<file path="src/hdl/ebawc_pkg.sv">
// package: register map, reset values, encodings and states of the area wait controller
package ebawc_pkg;
   // register indices as printed; byte address on the bus is four times the index
   localparam logic [15:0] EBAWC_IDX_LEN   = 16'hffed; // area_access_length_select
   localparam logic [15:0] EBAWC_IDX_WAIT  = 16'hffee; // wait_mode_and_count
   localparam logic [15:0] EBAWC_IDX_WEN   = 16'hffef; // area_wait_unit_enable
   localparam logic [15:0] EBAWC_IDX_UADR  = 16'hfff3; // upper_address_line_enable
   // values after reset or hardware standby
   localparam logic [7:0]  EBAWC_RST_LEN   = 8'hff;
   localparam logic [7:0]  EBAWC_RST_WAIT  = 8'hf3;
   localparam logic [7:0]  EBAWC_RST_WEN   = 8'hff;
   localparam logic [7:0]  EBAWC_RST_UADR  = 8'hfe;
   // fixed parts of the registers
   localparam logic [3:0]  EBAWC_WAIT_HI   = 4'hf;     // wait register bits 7..4
   localparam logic [3:0]  EBAWC_UADR_MID  = 4'hf;     // upper address register bits 4..1
   // field positions in the wait register
   localparam int          EBAWC_WMS_LSB   = 2;        // wait_mode_select_field lsb
   localparam int          EBAWC_WC_LSB    = 0;        // wait_count_field lsb
   // area number position in each address mode
   localparam int          EBAWC_AREA_LSB_1M  = 17;    // 128-kbyte areas
   localparam int          EBAWC_AREA_LSB_16M = 21;    // 2-Mbyte areas
   // operating modes of the chip
   localparam logic [2:0]  EBAWC_MODE_16M  = 3'h3;     // 16-Mbyte expanded mode
   localparam logic [2:0]  EBAWC_MODE_SC6  = 3'h6;     // single-chip mode
   localparam logic [2:0]  EBAWC_MODE_SC7  = 3'h7;     // single-chip mode
   // fixed access length of on-chip targets, in states
   localparam logic [1:0]  EBAWC_INT_STATES = 2'h2;
   // wait_mode_select_field encodings
   localparam logic [1:0]  EBAWC_WMS_PROG  = 2'h0;     // programmable wait
   localparam logic [1:0]  EBAWC_WMS_NONE  = 2'h1;     // no controller waits
   localparam logic [1:0]  EBAWC_WMS_PIN1  = 2'h2;     // pin wait mode 1
   localparam logic [1:0]  EBAWC_WMS_AUTO  = 2'h3;     // pin auto-wait
   // effective wait handling of one access
   typedef enum logic [2:0] {
      EBAWC_EW_NONE = 3'b000,
      EBAWC_EW_PIN0 = 3'b001,
      EBAWC_EW_PROG = 3'b010,
      EBAWC_EW_PIN1 = 3'b011,
      EBAWC_EW_AUTO = 3'b100
   } ebawc_ew_type;
   // bus cycle states
   typedef enum logic [2:0] {
      EBAWC_ST_IDLE = 3'b000,
      EBAWC_ST_T1   = 3'b001,
      EBAWC_ST_T2   = 3'b010,
      EBAWC_ST_TW   = 3'b011,
      EBAWC_ST_T3   = 3'b100,
      EBAWC_ST_INT  = 3'b101
   } ebawc_st_type;
endpackage

</file>
<file path="src/hdl/ebawc_ctrl.sv">
// external bus area wait controller: register file, area decode and bus cycle sequencer
// Notes on behaviour
// - eight external areas, 128 kbyte or 2 Mbyte
// - address strobe active while address valid
// - read strobe active in each external read
// - write strobe active while write data driven, except in the first state (T1)
// - wait pin honoured only in three-state areas
// - per-area bit picks two or three states
// - on-chip accesses use fixed state count
// - single-chip modes ignore length and enable settings
// - reset, hardware standby load; software standby keeps
// - wait register bits 7..4 read one
// - mode field selects programmable, none, pin modes
// - count field gives zero to three waits
// - per-area enable off selects pin wait 0
// - length bit, then enable, then mode field
// - two-state areas never extended by waits
//
// The implementer's own choice: register access over Wishbone.
`timescale 1ns/1ps
module ebawc_ctrl
   import ebawc_pkg::*;
(
   input  wire logic        clk_i,          // system clock, 40 MHz
   input  wire logic        rst_i,          // synchronous reset, active high
   input  wire logic        hw_standby_i,   // hardware standby, reloads registers
   input  wire logic        sw_standby_i,   // software standby, registers kept
   input  wire logic [2:0]  mode_i,         // chip operating mode
   // classic wishbone slave
   input  wire logic        cyc_i,
   input  wire logic        stb_i,
   input  wire logic        we_i,
   input  wire logic [17:0] adr_i,
   input  wire logic [3:0]  sel_i,
   input  wire logic [31:0] dat_i,
   output logic      [31:0] dat_o,
   output logic             ack_o,
   // access request from the cpu side
   input  wire logic        req_i,          // start access, taken when idle
   input  wire logic        req_we_i,       // 1 write, 0 read
   input  wire logic        req_onchip_i,   // target is on-chip memory or register
   input  wire logic [23:0] req_addr_i,
   input  wire logic [7:0]  req_wdata_i,
   output logic             busy_o,         // access in progress
   output logic             done_o,         // one-cycle pulse at end of access
   output logic      [7:0]  rdata_o,        // read data of last external read
   // external bus
   output logic      [23:0] ext_addr_o,
   output logic      [7:0]  ext_data_o,
   output logic             ext_data_oe_o,
   input  wire logic [7:0]  ext_data_i,
   output logic             address_valid_strobe_n_o,
   output logic             read_strobe_n_o,
   output logic             write_strobe_n_o,
   input  wire logic        wait_req_n_i,   // wait request, active low
   output logic      [2:0]  upper_addr_en_n_o // upper address lines enable, active low
);

   // whole state of the block
   typedef struct packed {
      logic [7:0]   len;      // area_access_length_select
      logic [3:0]   wait_lo;  // wait_mode_and_count bits 3..0
      logic [7:0]   wen;      // area_wait_unit_enable
      logic [3:0]   uadr;     // upper address bits 7..5 and bit 0
      logic         ack;
      logic [31:0]  dat;
      ebawc_st_type st;
      ebawc_ew_type ew;       // wait handling latched at request
      logic         three;    // three-state access
      logic [1:0]   cnt;      // wait or internal state count
      logic [23:0]  addr;
      logic [7:0]   wdata;
      logic         we;
      logic [7:0]   rdata;
      logic         done;
      logic         as_n;
      logic         rd_n;
      logic         wr_n;
      logic         oe;
   } ebawc_state_type;

   ebawc_state_type cur_ff;   // registered state
   ebawc_state_type nxt_ff;   // next state

   // area number of an address in the current address mode
   function automatic logic [2:0] area_of(input logic [23:0] a, input logic wide);
      area_of = wide ? a[EBAWC_AREA_LSB_16M +: 3] : a[EBAWC_AREA_LSB_1M +: 3];
   endfunction

   // wait handling of an area: length bit first, then enable, then mode field
   function automatic ebawc_ew_type ew_of(input logic lbit, input logic ebit,
                                           input logic [1:0] wms);
      if (!lbit)
         ew_of = EBAWC_EW_NONE;
      else if (!ebit)
         ew_of = EBAWC_EW_PIN0;
      else
      begin
         case (wms)
            EBAWC_WMS_PROG: ew_of = EBAWC_EW_PROG;
            EBAWC_WMS_NONE: ew_of = EBAWC_EW_NONE;
            EBAWC_WMS_PIN1: ew_of = EBAWC_EW_PIN1;
            default:        ew_of = EBAWC_EW_AUTO;
         endcase
      end
   endfunction

   // register decode of a bus byte address
   function automatic logic [1:0] reg_of(input logic [17:0] a, output logic hit);
      hit    = (a[1:0] == 2'h0);
      reg_of = 2'h0;
      if (a[17:2] == EBAWC_IDX_LEN)       reg_of = 2'h0;
      else if (a[17:2] == EBAWC_IDX_WAIT) reg_of = 2'h1;
      else if (a[17:2] == EBAWC_IDX_WEN)  reg_of = 2'h2;
      else if (a[17:2] == EBAWC_IDX_UADR) reg_of = 2'h3;
      else                                hit = 1'b0;
   endfunction

   logic       sc_mode;     // single-chip mode
   logic       wide_mode;   // 16-Mbyte address mode
   logic       bus_req;     // new bus cycle toward the slave
   logic       reg_hit;     // address maps to a register
   logic [1:0] reg_sel;     // which register
   logic [2:0] req_area;    // area of the incoming access
   logic       wait_on;     // wait pin asserted
   logic       pin_mode;    // latched handling follows the pin

   assign sc_mode   = (mode_i == EBAWC_MODE_SC6) || (mode_i == EBAWC_MODE_SC7);
   assign wide_mode = (mode_i == EBAWC_MODE_16M);
   assign bus_req   = cyc_i && stb_i && !cur_ff.ack;
   // register decode; the function hands back the hit flag through its output argument
   always_comb
   begin
      reg_sel = reg_of(adr_i, reg_hit);
   end
   assign req_area  = area_of(req_addr_i, wide_mode);
   assign wait_on   = !wait_req_n_i;
   assign pin_mode  = (cur_ff.ew == EBAWC_EW_PIN0) || (cur_ff.ew == EBAWC_EW_PIN1);

   // next-state logic: register file, then bus cycle sequencer
   always_comb
   begin
      nxt_ff      = cur_ff;
      nxt_ff.done = 1'b0;
      // wishbone: answer one cycle after the request, drop ack the cycle after
      nxt_ff.ack  = bus_req;
      if (bus_req)
      begin
         nxt_ff.dat = 32'h0;                             // unmapped reads zero
         if (reg_hit)
         begin
            case (reg_sel)
               2'h0:    nxt_ff.dat[7:0] = cur_ff.len;
               2'h1:    nxt_ff.dat[7:0] = {EBAWC_WAIT_HI, cur_ff.wait_lo};
               2'h2:    nxt_ff.dat[7:0] = cur_ff.wen;
               default: nxt_ff.dat[7:0] = {cur_ff.uadr[3:1], EBAWC_UADR_MID,
                                           cur_ff.uadr[0]};
            endcase
         end
         if (we_i && sel_i[0] && reg_hit)
         begin
            case (reg_sel)
               2'h0:    nxt_ff.len     = dat_i[7:0];
               2'h1:    nxt_ff.wait_lo = dat_i[3:0];
               2'h2:    nxt_ff.wen     = dat_i[7:0];
               default:
               begin
                  // upper address enables change only in 16-Mbyte mode
                  if (wide_mode)
                     nxt_ff.uadr[3:1] = dat_i[7:5];
                  nxt_ff.uadr[0] = dat_i[0];
               end
            endcase
         end
      end
      // bus cycle sequencer
      case (cur_ff.st)
         EBAWC_ST_IDLE:
         begin
            if (req_i)
            begin
               nxt_ff.addr  = req_addr_i;
               nxt_ff.wdata = req_wdata_i;
               nxt_ff.we    = req_we_i;
               if (req_onchip_i || sc_mode)
               begin
                  // fixed length, settings ignored
                  nxt_ff.st  = EBAWC_ST_INT;
                  nxt_ff.cnt = EBAWC_INT_STATES - 2'h1;
               end
               else
               begin
                  nxt_ff.st    = EBAWC_ST_T1;
                  nxt_ff.three = cur_ff.len[req_area];
                  nxt_ff.ew    = ew_of(cur_ff.len[req_area], cur_ff.wen[req_area],
                                       cur_ff.wait_lo[EBAWC_WMS_LSB +: 2]);
               end
            end
         end
         EBAWC_ST_INT:
         begin
            if (cur_ff.cnt <= 2'h1)
            begin
               nxt_ff.st   = EBAWC_ST_IDLE;
               nxt_ff.done = 1'b1;
            end
            else
               nxt_ff.cnt = cur_ff.cnt - 2'h1;
         end
         EBAWC_ST_T1:
            nxt_ff.st = EBAWC_ST_T2;
         EBAWC_ST_T2:
         begin
            nxt_ff.cnt = cur_ff.wait_lo[EBAWC_WC_LSB +: 2];
            if (!cur_ff.three)
            begin
               // two-state area ends here, pin and count ignored
               nxt_ff.st   = EBAWC_ST_IDLE;
               nxt_ff.done = 1'b1;
               nxt_ff.rdata = cur_ff.we ? cur_ff.rdata : ext_data_i;
            end
            else
            begin
               nxt_ff.st = EBAWC_ST_T3;
               case (cur_ff.ew)
                  EBAWC_EW_PROG:
                     if (cur_ff.wait_lo[EBAWC_WC_LSB +: 2] != 2'h0)
                        nxt_ff.st = EBAWC_ST_TW;
                  EBAWC_EW_PIN0:
                  begin
                     nxt_ff.cnt = 2'h0;
                     if (wait_on)
                        nxt_ff.st = EBAWC_ST_TW;
                  end
                  EBAWC_EW_PIN1:
                     if (wait_on || cur_ff.wait_lo[EBAWC_WC_LSB +: 2] != 2'h0)
                        nxt_ff.st = EBAWC_ST_TW;
                  EBAWC_EW_AUTO:
                     if (wait_on && cur_ff.wait_lo[EBAWC_WC_LSB +: 2] != 2'h0)
                        nxt_ff.st = EBAWC_ST_TW;
                  default:
                     nxt_ff.st = EBAWC_ST_T3;
               endcase
            end
         end
         EBAWC_ST_TW:
         begin
            if (cur_ff.cnt > 2'h1)
               nxt_ff.cnt = cur_ff.cnt - 2'h1;
            else if (pin_mode && wait_on)
               nxt_ff.cnt = 2'h0;
            else
               nxt_ff.st = EBAWC_ST_T3;
         end
         EBAWC_ST_T3:
         begin
            nxt_ff.st    = EBAWC_ST_IDLE;
            nxt_ff.done  = 1'b1;
            nxt_ff.rdata = cur_ff.we ? cur_ff.rdata : ext_data_i;
         end
         default:
            nxt_ff.st = EBAWC_ST_IDLE;
      endcase
      // strobes follow the next state of an external cycle
      nxt_ff.as_n = 1'b1;
      nxt_ff.rd_n = 1'b1;
      nxt_ff.wr_n = 1'b1;
      nxt_ff.oe   = 1'b0;
      if (nxt_ff.st inside {EBAWC_ST_T1, EBAWC_ST_T2, EBAWC_ST_TW, EBAWC_ST_T3})
      begin
         nxt_ff.as_n = 1'b0;
         nxt_ff.rd_n = nxt_ff.we;
         nxt_ff.oe   = nxt_ff.we;
         nxt_ff.wr_n = !(nxt_ff.we && nxt_ff.st != EBAWC_ST_T1);
      end
   end

   // state register; reset and hardware standby reload, software standby holds
   always_ff @(posedge clk_i)
   begin
      if (rst_i || hw_standby_i)
      begin
         cur_ff         <= '0;
         cur_ff.len     <= EBAWC_RST_LEN;
         cur_ff.wait_lo <= EBAWC_RST_WAIT[3:0];
         cur_ff.wen     <= EBAWC_RST_WEN;
         cur_ff.uadr    <= {EBAWC_RST_UADR[7:5], EBAWC_RST_UADR[0]};
         cur_ff.st      <= EBAWC_ST_IDLE;
         cur_ff.ew      <= EBAWC_EW_NONE;
         cur_ff.as_n    <= 1'b1;
         cur_ff.rd_n    <= 1'b1;
         cur_ff.wr_n    <= 1'b1;
      end
      else
         cur_ff <= nxt_ff;
   end

   // outputs
   assign dat_o                    = cur_ff.dat;
   assign ack_o                    = cur_ff.ack;
   assign busy_o                   = (cur_ff.st != EBAWC_ST_IDLE);
   assign done_o                   = cur_ff.done;
   assign rdata_o                  = cur_ff.rdata;
   assign ext_addr_o               = cur_ff.addr;
   assign ext_data_o               = cur_ff.wdata;
   assign ext_data_oe_o            = cur_ff.oe;
   assign address_valid_strobe_n_o = cur_ff.as_n;
   assign read_strobe_n_o          = cur_ff.rd_n;
   assign write_strobe_n_o         = cur_ff.wr_n;
   assign upper_addr_en_n_o        = cur_ff.uadr[3:1];
endmodule

</file>
<file path="config.mk">
export PLATFORM = sky130hd
export DESIGN_NAME = ebawc_ctrl
export DESIGN_NICKNAME = d
export VERILOG_FILES = /design/src/hdl/ebawc_pkg.sv /design/src/hdl/ebawc_ctrl.sv
export SDC_FILE = /design/constraint.sdc
export NUM_CORES = 1
export LEC_CHECK = 0
export BUFFER_PORTS_ARGS = -buffer_cell sky130_fd_sc_hd__buf_2
export CAP_MARGIN = 20
export CORE_ASPECT_RATIO = 0.75
export CORE_MARGIN = 2
export CORE_UTILIZATION = 49
export CTS_CLUSTER_DIAMETER = 40
export DETAILED_ROUTE_END_ITERATION = 10
export PLACE_DENSITY = 0.93
export SLEW_MARGIN = 20
export SYNTH_ARGS = -nofsm -noshare
export SYNTH_HDL_FRONTEND = slang
export SYNTH_SLANG_ARGS = --single-unit
</file>
<file path="constraint.sdc">
create_clock -name clk_i -period 2.3 [get_ports clk_i]
set_input_delay 0.46 -clock clk_i [delete_from_list [all_inputs] [get_ports clk_i]]
set_output_delay 0.46 -clock clk_i [all_outputs]
set_load 0.01 [all_outputs]
</file>
==> results.sh, run 1 <==
export IMPL_min_period_over_period_pct=85.8
export IMPL_die_area_sq_um=10300
export IMPL_setup_slack_of_the_critical_path_after_layout_ns=0.326
export IMPL_timing_critical_path_slowest_stage_cell="sky130_fd_sc_hd__nor4_1"
export IMPL_worstMarginPinSlew_ns=0.540
export IMPL_clock_insertion_delay_worst_skew_ns=0.33
export IMPL_vias_per_cell=5.35
export IMPL_synth_yosys_warnings=0
export IMPL_detailed_place_hpwl_um=8460
export IMPL_synth_cells=543
export IMPL_synth_largest_type_area_fraction_pct=38.0
export IMPL_postSynth_topFlopCell="sky130_fd_sc_hd__dfxtp_1"
export IMPL_clk_root_buffer_cell="sky130_fd_sc_hd__clkbuf_16"
export IMPL_whs_ns=0.363
export IMPL_synth_enable_flop_cells=0
export IMPL_initial_antenna_violation_count=0
export IMPL_sequential_area_share_after_synthesis_pct=38.0
export IMPL_cts_buffer_count=9
export IMPL_reg2reg_depth=6
export IMPL_timing_critical_path_required_ns=2.51
export IMPL_pre_cts_slack_ns=-0.00607
export IMPL_wl_per_cell_um=14.4
export IMPL_clkSinkCount=88
export IMPL_netlist_area_sq_um=4640
export IMPL_max_stage_delay_ns=0.59
export IMPL_regToRegSetupSlack_ns=0.34
export IMPL_cts_setup_buffers=0
export IMPL_r2r_end="ext_data_oe_o"
export IMPL_cap_violations=0
export IMPL_post_route_min_period_ns=1.97
export IMPL_tritoncts="yes"
export IMPL_worst_hold_path_endpoint="rdata_o[6]"
export IMPL_netlist_top_cell_by_area="sky130_fd_sc_hd__dfxtp_1"
export IMPL_route_vias_total=4063
export IMPL_synth_most_common_cell="sky130_fd_sc_hd__nand2_1"
export IMPL_row_count=30
export IMPL_finalSetupViolCount=0
export IMPL_power_share_switching_pct=23.2
export IMPL_post_synth_main_area_contributors="sky130_fd_sc_hd__dfxtp_1 38%, sky130_fd_sc_hd__buf_4 12%, sky130_fd_sc_hd__nand2_1 9.0%, sky130_fd_sc_hd__mux2i_1 6.5%, sky130_fd_sc_hd__a21oi_1 5.2%"
export IMPL_power_density_nw_per_um2=627
export IMPL_die_width_um=116
export IMPL_worst_path_arrival_time_ns=2.18
export IMPL_report_power_total_w=0.00333
export IMPL_fin_worst_skew_ns=0.00633
export IMPL_die_height_um=88.2
export IMPL_power_frac_comb_pct=10.4
export IMPL_fraction_of_layout_instances_using_a_drive_strength_above_1_pct=29.2
export IMPL_post_route_drc_count=0
export IMPL_timing_hold_worst_class="input port to flop"
export IMPL_fraction_of_power_consumed_by_sequential_logic_pct=47.3
export IMPL_detailroute_wirelength_met2_um=4990
export IMPL_final_hold_viol_count=0
export IMPL_postSynth_asyncResetShare_pct=0
export IMPL_h_tree_depth=3
export IMPL_wl_met1_um=4850
export IMPL_achievable_frequency_ghz=0.507
export IMPL_worst_setup_path_end_kind="flop"
export IMPL_core_sq_um=9120
export IMPL_pwr_share_clk_pct=42.3
export IMPL_hold_wc_startpoint="ext_data_i[6]"
export IMPL_critical_path_peak_fanout=8
export IMPL_numPlacedInstances=745
export IMPL_cts_resized_gates=0
export IMPL_place_congestion=0.895
export IMPL_crit_start="adr_i[7]"
export IMPL_numPortBuffers=137
export IMPL_grt_max_degree=36
export IMPL_highest_signal_layer="met4"
export IMPL_synth_commonest_cells="111 x sky130_fd_sc_hd__nand2_1, 88 x sky130_fd_sc_hd__dfxtp_1, 75 x sky130_fd_sc_hd__buf_4"
export IMPL_timing_setup_critical_path_class="input port to flop"
export IMPL_grt_overflow_total=0
export IMPL_ys_types=58
export IMPL_hold_buffers=0
export IMPL_cell_area_after_placement_sq_um=5020
export IMPL_worst_setup_path_start_kind="input port"
export IMPL_met3_wirelength_um=1010
export IMPL_cts_root_to_sink_buffers=2
export IMPL_number_of_antenna_diodes=0
export IMPL_grt_pass1_wl_um=17600
export IMPL_synth_ff_latch_count=88
export IMPL_worstHoldPathCells=3
export IMPL_relSlewSlack_pct=63.7
export IMPL_start_util_pct=50.8
export IMPL_maxSlewViolCount=0
export IMPL_vdd_ir_drop_max_uv=489
export IMPL_wirelength_um=11000
export IMPL_vias_in_the_first_global_route=3765
export IMPL_clkSlewWorstSetupHoldPaths_ns=0.06
export IMPL_finish_instance_area_sq_um=5300
export IMPL_switching_power_w=0.000773
export IMPL_status="finished clean"
export IMPL_route_antenna_remaining_nets=0
export IMPL_syn2layout_area_growth_pct=14.4
export IMPL_grt_setup_unrepaired="no"
export IMPL_top_level_ports=190
export IMPL_internal_power_w=0.00255
export IMPL_power_leakage_nw=2.48
export IMPL_post_layout_nonfiller_instances=759
export IMPL_syn_mean_instance_area_sq_um=8.54
export IMPL_worstPathCellList="buf_2, nand4_1, nor4_1, nand4_2, mux2i_1, nand2_1"
export IMPL_num_nets_final=739
export IMPL_detailedRoute_firstIterationViolations=271
export IMPL_regToRegStartpoint="cur_ff[52]"
export IMPL_global_route_usage_total_pct=21.9
export IMPL_drtPass1Iterations=4
## layout by cell type (no fill, tap or decap), types with 4 or more instances in the layout
cell / count
sky130_fd_sc_hd__buf_2: 137
sky130_fd_sc_hd__nand2_1: 111
sky130_fd_sc_hd__dfxtp_1: 88
sky130_fd_sc_hd__a21oi_1: 48
sky130_fd_sc_hd__mux2i_1: 30
sky130_fd_sc_hd__conb_1: 24
sky130_fd_sc_hd__nor2_1: 22
sky130_fd_sc_hd__o21ai_0: 14
sky130_fd_sc_hd__nand3_1: 13
sky130_fd_sc_hd__buf_4: 10
sky130_fd_sc_hd__clkbuf_16: 9
sky130_fd_sc_hd__inv_1: 8
sky130_fd_sc_hd__nand3b_1: 8
sky130_fd_sc_hd__nand2b_1: 7
sky130_fd_sc_hd__a211oi_1: 6
sky130_fd_sc_hd__mux4_2: 6
sky130_fd_sc_hd__a22oi_1: 6
sky130_fd_sc_hd__nor3_1: 4
sky130_fd_sc_hd__and2_1: 4
## registers in the layout (all words and copies together), names as in the netlist
register                  count
cur_ff                       31
ext_addr_o                   24
dat_o                         8
ext_data_o                    8
rdata_o                       8
upper_addr_en_n_o             3
ack_o                         1
address_valid_strobe_n_o      1
done_o                        1
ext_data_oe_o                 1
read_strobe_n_o               1
write_strobe_n_o              1
## power groups by stage
stage               logic (W)  registers [W]  clock network, W
finish               0.000345        0.00157           0.00141
detailed placement   0.000342        0.00161                 0
global route         0.000385        0.00158           0.00151
floorplan            0.000249        0.00160                 0
CTS                  0.000343        0.00157           0.00144
global placement     0.000332        0.00160                 0
## worst max-delay path by stage
stage | endpoint | slack [ns] | cells after the start
after global routing | cur_ff[105] | 0.16 | 6
after global placement | cur_ff[109] | 0.09 | 6
after floorplan | dat_o[7] | 0.29 | 7
after CTS | cur_ff[111] | 0.35 | 6
after detailed placement | cur_ff[111] | -0.006 | 6
final | cur_ff[111] | 0.33 | 6
## cell families after synthesis
logic type                 synth area share (%)
and+or+nand+nor                            22.2
buffers and inverters                      14.7
AOI/OAI and AO/OA                          14.1
DFF                                        38.0
muxes                                      9.88
adders and majority gates                 0.810
other                                    0.0809
xor gates and xnor gates                  0.189
## routing by layer
metal | track usage (%) | vias up
met5 | 0 | -
met4 | 5.63 | 0
met3 | 6.51 | 12
met2 | 34.6 | 186
met1 | 29.5 | 1896
li1 | - | 1969
## stage by stage
| step | TNS, ns | util (%) |
|---|---|---|
| CTS | 0 | 58.1 |
| finish | 0 | 58.1 |
| floorplan | 0 | - |
| detailed placement | -0.00607 | 55.0 |
| global placement | 0 | 55.0 |
| global route | 0 | 58.1 |
## area by class of cell
class / instances / area [sq um]
Tap cell: 128 / 160
Clock buffer: 11 / 243
Timing Repair Buffer: 148 / 781
Sequential cell: 88 / 1760
Clock inverter: 3 / 43.8
Inverter: 8 / 30.0
Fill cell: 813 / 3820
Multi-Input combinational cell: 373 / 2280
## critical path: cells and delay by family
kind | cells | cell delay [ns]
muxes | 1 | 0.27
and+or+nand+nor | 4 | 1.36
buffers and inverters | 1 | 0.08
No activity file was read; power rests on OpenSTA's default activity.
==> run 2: changes to the inputs <==
--- a/config.mk
+++ b/config.mk
@@ -13,6 +13,7 @@
 export CTS_CLUSTER_DIAMETER = 40
 export DETAILED_ROUTE_END_ITERATION = 10
 export PLACE_DENSITY = 0.93
+export SETUP_SLACK_MARGIN = 0.4
 export SLEW_MARGIN = 20
 export SYNTH_ARGS = -nofsm -noshare
 export SYNTH_HDL_FRONTEND = slang
==> run 2 against run 1 <==
Maximum frequency rose by 3.8%. Setup slack improved by 0.072 ns. Sequential share of layout area fell by 0.54 points. Register-to-register slack improved by 0.06 ns. Wire length rose by 3.4%. Non-clock buffer count rose by 5. Critical path depth fell by 1. Total power rose by 1.8%. Via count rose by 0.94%.
==> results.sh, run 2 (synthesis gave the netlist of run 1 again) <==
export IMPL_whs_ns=0.358
export IMPL_pre_cts_slack_ns=-0.0672
export IMPL_start_util_pct=50.8
export IMPL_vias_per_cell=5.35
export IMPL_grt_max_degree=34
export IMPL_clkSinkCount=88
export IMPL_route_vias_total=4101
export IMPL_row_count=30
export IMPL_clkSlewWorstSetupHoldPaths_ns=0.06
export IMPL_wl_per_cell_um=14.8
export IMPL_power_density_nw_per_um2=625
export IMPL_vdd_ir_drop_max_uv=376
export IMPL_clock_insertion_delay_worst_skew_ns=0.33
export IMPL_maxSlewViolCount=0
export IMPL_worst_setup_path_end_kind="flop"
export IMPL_hold_buffers=0
export IMPL_clk_root_buffer_cell="sky130_fd_sc_hd__clkbuf_16"
export IMPL_top_level_ports=190
export IMPL_fraction_of_layout_instances_using_a_drive_strength_above_1_pct=31.5
export IMPL_timing_hold_worst_class="input port to flop"
export IMPL_grt_setup_unrepaired="yes"
export IMPL_cts_buffer_count=9
export IMPL_achievable_frequency_ghz=0.526
export IMPL_fin_worst_skew_ns=0.00662
export IMPL_wirelength_um=11300
export IMPL_tritoncts="yes"
export IMPL_number_of_antenna_diodes=0
export IMPL_commonest_non_fill_non_tap_cells_in_the_layout="137 x sky130_fd_sc_hd__buf_2, 111 x sky130_fd_sc_hd__nand2_1, 83 x sky130_fd_sc_hd__dfxtp_1"
export IMPL_register_with_the_most_flip_flops="cur_ff"
export IMPL_worst_setup_path_start_kind="flop"
export IMPL_setup_slack_of_the_critical_path_after_layout_ns=0.398
export IMPL_layout_commonest_cell="sky130_fd_sc_hd__buf_2"
export IMPL_post_route_min_period_ns=1.90
export IMPL_global_route_usage_total_pct=21.8
export IMPL_die_height_um=88.2
export IMPL_min_period_over_period_pct=82.7
export IMPL_post_route_drc_count=0
export IMPL_largest_register_ffs=31
export IMPL_vias_in_the_first_global_route=3728
export IMPL_place_congestion=0.906
export IMPL_initial_antenna_violation_count=0
export IMPL_finalSetupViolCount=0
export IMPL_worstMarginPinSlew_ns=0.562
export IMPL_relSlewSlack_pct=62.3
export IMPL_detailed_place_hpwl_um=8460
export IMPL_die_area_sq_um=10300
export IMPL_grt_overflow_total=0
export IMPL_worst_path_arrival_time_ns=2.11
export IMPL_power_leakage_nw=2.48
export IMPL_layout_core_utilization_pct=59.3
export IMPL_h_tree_depth=3
export IMPL_critical_path_peak_fanout=8
export IMPL_grt_pass1_wl_um=17400
export IMPL_num_nets_final=744
export IMPL_core_sq_um=9120
export IMPL_route_antenna_remaining_nets=0
export IMPL_cts_root_to_sink_buffers=2
export IMPL_syn2layout_area_growth_pct=16.7
export IMPL_drtPass1Iterations=5
export IMPL_final_hold_viol_count=0
export IMPL_detailedRoute_firstIterationViolations=196
export IMPL_numPortBuffers=137
export IMPL_setup_tns_ns=0
export IMPL_die_width_um=116
export IMPL_timing_critical_path_required_ns=2.51
export IMPL_status="finished clean"
export IMPL_cap_violations=0
export IMPL_regToRegSetupSlack_ns=0.40
export IMPL_timing_setup_critical_path_class="flop to flop"
==> run 2: repair_timing <==
action | 4_1_cts | 5_1_grt
endpoints found under the setup margin | 10 | 29
buffers inserted | 0 | 4
resized for setup | 4 | 9
hold endpoints to repair | 0 | 0
pin swaps | 0 | 3
==> run 2: critical path, stage by stage, from the launching register on <==
cell and delay, ns:
sky130_fd_sc_hd__dfxtp_1 0.31, sky130_fd_sc_hd__nand3b_1 0.24, sky130_fd_sc_hd__nor4_4 0.54, sky130_fd_sc_hd__nand4_4 0.31, sky130_fd_sc_hd__mux2i_1 0.29, sky130_fd_sc_hd__nand2_1 0.09
==> run 2: area by class of cell <==
class	count	area [sq um]
well taps	128	160
clock buffers	13	260
fillers	832	3710
clock inverters	3	40.0
inverters	8	30.0
repair buffers	153	818
flip-flops and latches	88	1770
multi-input cells	373	2330
==> run 2: final timing paths <==
kind / from / end / cells after the start
hold reg to reg: ext_addr_o[11] / ext_addr_o[11] / 2
hold / removal: ext_data_i[5] / rdata_o[5] / 3
setup reg to reg: ack_o / cur_ff[104] / 5
setup / recovery: ack_o / cur_ff[104] / 5
==> run 2: per-stage QoR <==
| step | power [W] | cells | instance area, sq um |
|---|---|---|---|
| after floorplan | 0.00185 | 566 | 4730 |
| after global placement | 0.00194 | 746 | 5020 |
| after detailed placement | 0.00195 | 746 | 5020 |
| final | 0.00338 | 766 | 5410 |
| after CTS | 0.00341 | 762 | 5340 |
| after global routing | 0.00352 | 766 | 5410 |
==> run 2: routing by layer <==
| layer | global-route usage (%) | vias up | share of wire (%) |
|---|---|---|---|
| met2 | 36.1 | 191 | 46 |
| met4 | 5.52 | 0 | 1.1 |
| li1 | - | 1984 | - |
| met5 | 0 | - | 0 |
| met3 | 7.53 | 16 | 9.6 |
| met1 | 27.4 | 1910 | 43 |
==> run 2: power by group <==
part           internal (W)  switching (W)  leakage, nW  total (W)
logic              0.000146       0.000213         1.61   0.000359
clock network      0.000897       0.000554        0.150    0.00145
registers           0.00155      0.0000208        0.716    0.00157
total               0.00260       0.000788         2.48    0.00338
==> run 3: changes to the inputs <==
--- a/config.mk
+++ b/config.mk
@@ -5,14 +5,15 @@
 export SDC_FILE = /design/constraint.sdc
 export NUM_CORES = 1
 export LEC_CHECK = 0
+export ABC_AREA = 1
 export BUFFER_PORTS_ARGS = -buffer_cell sky130_fd_sc_hd__buf_2
 export CAP_MARGIN = 20
 export CORE_ASPECT_RATIO = 0.75
 export CORE_MARGIN = 2
-export CORE_UTILIZATION = 49
+export CORE_UTILIZATION = 44
 export CTS_CLUSTER_DIAMETER = 40
 export DETAILED_ROUTE_END_ITERATION = 10
-export PLACE_DENSITY = 0.93
+export PLACE_DENSITY = 0.89
 export SETUP_SLACK_MARGIN = 0.4
 export SLEW_MARGIN = 20
 export SYNTH_ARGS = -nofsm -noshare
==> constraint.sdc (replaced) <==
create_clock -name clk_i -period 1.65 [get_ports clk_i]
set_input_delay 0.33 -clock clk_i [delete_from_list [all_inputs] [get_ports clk_i]]
set_output_delay 0.33 -clock clk_i [all_outputs]
set_load 0.01 [all_outputs]
==> run 3 against run 2 <==
Critical path depth grew 3. Highest routed layer unchanged. First-iteration DRC count rose by 72%. Clock skew shrank 0.00059 ns. Core utilization is 1.9 points higher. Clock power rose by 43%. Hold slack got worse by 0.13 ns.
==> results.sh, run 3 <==
export IMPL_clkSinkCount=88
export IMPL_synth_most_common_cell="sky130_fd_sc_hd__nand2_1"
export IMPL_achievable_frequency_ghz=0.678
export IMPL_largest_register_ffs=31
export IMPL_grt_pass1_wl_um=18800
export IMPL_layout_commonest_cell="sky130_fd_sc_hd__buf_2"
export IMPL_post_route_drc_count=0
export IMPL_postSynth_asyncResetShare_pct=0
export IMPL_min_period_over_period_pct=89.4
export IMPL_fraction_of_layout_instances_using_a_drive_strength_above_1_pct=41.4
export IMPL_highest_signal_layer="met4"
export IMPL_numPortBuffers=137
export IMPL_clock_insertion_delay_worst_skew_ns=0.34
export IMPL_postSynth_topFlopCell="sky130_fd_sc_hd__dfxtp_1"
export IMPL_synth_cells=645
export IMPL_synth_ff_latch_count=88
export IMPL_drtPass1Iterations=5
export IMPL_vias_per_cell=4.93
export IMPL_tritoncts="yes"
export IMPL_grt_overflow_total=0
export IMPL_regToRegSetupSlack_ns=0.18
export IMPL_worst_path_arrival_time_ns=1.69
export IMPL_num_nets_final=886
export IMPL_post_route_min_period_ns=1.48
export IMPL_cts_root_to_sink_buffers=2
export IMPL_die_area_sq_um=11300
export IMPL_row_count=32
export IMPL_netlist_top_cell_by_area="sky130_fd_sc_hd__dfxtp_1"
export IMPL_start_util_pct=45.0
export IMPL_post_synth_main_area_contributors="sky130_fd_sc_hd__dfxtp_1 38%, sky130_fd_sc_hd__nand2_1 13%, sky130_fd_sc_hd__buf_4 12%, sky130_fd_sc_hd__a21oi_1 6.0%, sky130_fd_sc_hd__inv_1 4.9%"
export IMPL_maxSlewViolCount=0
export IMPL_wirelength_um=12500
export IMPL_status="finished clean"
export IMPL_ys_types=35
export IMPL_worst_setup_path_end_kind="flop"
export IMPL_cts_buffer_count=9
export IMPL_worst_hold_path_endpoint="upper_addr_en_n_o[2]"
export IMPL_route_vias_total=4518
export IMPL_whs_ns=0.224
export IMPL_synth_enable_flop_cells=0
export IMPL_synth_largest_type_area_fraction_pct=38.4
export IMPL_hold_wc_startpoint="dat_i[7]"
export IMPL_timing_hold_worst_class="input port to flop"
export IMPL_core_sq_um=10200
export IMPL_vdd_ir_drop_max_uv=472
export IMPL_fin_worst_skew_ns=0.00604
export IMPL_clkSlewWorstSetupHoldPaths_ns=0.06
export IMPL_worst_setup_path_start_kind="input port"
export IMPL_report_power_total_w=0.00493
export IMPL_syn_mean_instance_area_sq_um=7.12
export IMPL_relSlewSlack_pct=66.0
export IMPL_vias_in_the_first_global_route=4100
export IMPL_met3_wirelength_um=1010
export IMPL_die_width_um=122
export IMPL_place_congestion=0.902
export IMPL_commonest_non_fill_non_tap_cells_in_the_layout="131 x sky130_fd_sc_hd__buf_2, 128 x sky130_fd_sc_hd__nand2_1, 81 x sky130_fd_sc_hd__dfxtp_1"
export IMPL_sequential_area_share_after_synthesis_pct=38.4
export IMPL_register_with_the_most_flip_flops="cur_ff"
export IMPL_detailed_place_hpwl_um=8170
export IMPL_regToRegStartpoint="cur_ff[47]"
export IMPL_netlist_area_sq_um=4590
export IMPL_grt_setup_unrepaired="yes"
export IMPL_r2r_end="cur_ff[47]"
export IMPL_reg2reg_depth=10
export IMPL_timing_setup_critical_path_class="input port to flop"
export IMPL_initial_antenna_violation_count=0
export IMPL_power_leakage_nw=3.10
export IMPL_detailroute_wirelength_met2_um=6080
export IMPL_grt_max_degree=43
export IMPL_cap_violations=0
export IMPL_setup_tns_ns=0
export IMPL_timing_critical_path_required_ns=1.87
export IMPL_syn2layout_area_growth_pct=36.0
export IMPL_route_antenna_remaining_nets=0
export IMPL_h_tree_depth=3
export IMPL_top_level_ports=190
export IMPL_synth_commonest_cells="165 x sky130_fd_sc_hd__nand2_1, 88 x sky130_fd_sc_hd__dfxtp_1, 75 x sky130_fd_sc_hd__buf_4"
export IMPL_detailedRoute_firstIterationViolations=338
export IMPL_finalSetupViolCount=0
export IMPL_wl_met1_um=5210
export IMPL_wl_per_cell_um=13.7
export IMPL_die_height_um=92.5
export IMPL_global_route_usage_total_pct=20.9
export IMPL_critical_path_peak_fanout=8
export IMPL_synth_yosys_warnings=0
export IMPL_number_of_antenna_diodes=0
export IMPL_clk_root_buffer_cell="sky130_fd_sc_hd__clkbuf_16"
export IMPL_worstMarginPinSlew_ns=0.509
export IMPL_power_density_nw_per_um2=789
export IMPL_worstHoldPathCells=3
export IMPL_layout_core_utilization_pct=61.2
export IMPL_final_hold_viol_count=0
==> run 3: cell type report <==
cell class                      count  area [sq um]
Inverter                           64           263
Multi-Input combinational cell    424          2530
Clock inverter                      4          52.6
Sequential cell                    88          1780
Timing Repair Buffer              188          1200
Clock buffer                       12           256
Fill cell                         906          3960
Tap cell                          136           170
==> run 3: report_power, final <==
| group | internal (W) | leakage (nW) | switching, W | total, W |
|---|---|---|---|---|
| clock network | 0.00126 | 0.153 | 0.000825 | 0.00208 |
| registers | 0.00217 | 0.716 | 0.0000250 | 0.00219 |
| logic | 0.000272 | 2.23 | 0.000382 | 0.000655 |
| total | 0.00370 | 3.10 | 0.00123 | 0.00493 |
==> run 3: through the flow <==
step | setup slack (ns) | area, sq um | instances
after floorplan | 0.142 | 4840 | 668
after global placement | -0.0436 | 5180 | 870
after detailed placement | -0.171 | 5180 | 870
after CTS | 0.253 | 5930 | 908
after global routing | 0.0718 | 6250 | 916
final | 0.175 | 6250 | 916
==> run 3: worst max-delay path, stage by stage <==
cell	delay [ns]
sky130_fd_sc_hd__buf_2	0.12
sky130_fd_sc_hd__nand2_1	0.16
sky130_fd_sc_hd__nor2_4	0.08
sky130_fd_sc_hd__o21ai_4	0.22
sky130_fd_sc_hd__and3_1	0.47
sky130_fd_sc_hd__nand2_8	0.14
sky130_fd_sc_hd__nand2_2	0.08
sky130_fd_sc_hd__o211ai_1	0.08
==> run 3: worst max-delay path by stage <==
stage,startpoint,end,cells after the start
3_5_place_dp,adr_i[14],upper_addr_en_n_o[1],10
2_1_floorplan,adr_i[11],cur_ff[97],12
3_3_place_gp,adr_i[11],upper_addr_en_n_o[1],11
4_1_cts,cur_ff[53],busy_o,5
6_report,adr_i[4],cur_ff[109],8
5_1_grt,cur_ff[53],write_strobe_n_o,10
==> run 3: metal layers <==
layer,up-vias,global-route usage [%]
met1,2039,26.1
met5,-,0
met2,207,35.5
li1,2250,-
met3,22,5.30
met4,0,5.84
==> run 3: timing repair <==
| action | in CTS | in global routing |
|---|---|---|
| pin swaps | 32 | 24 |
| resized for setup | 79 | 60 |
| buffers inserted | 21 | 6 |
| gates cloned | 1 | 2 |
| endpoints found under the setup margin | 86 | 87 |
| hold buffers | 0 | 0 |
==> run 3: cell families after synthesis <==
logic type | count (synthesis) | share of synthesized area, %
flops | 88 | 38.4
simple gates | 284 | 26.9
other cells | 1 | 0.0817
compound gates | 111 | 14.1
buf+inv | 158 | 19.7
fa+ha+maj | 3 | 0.818
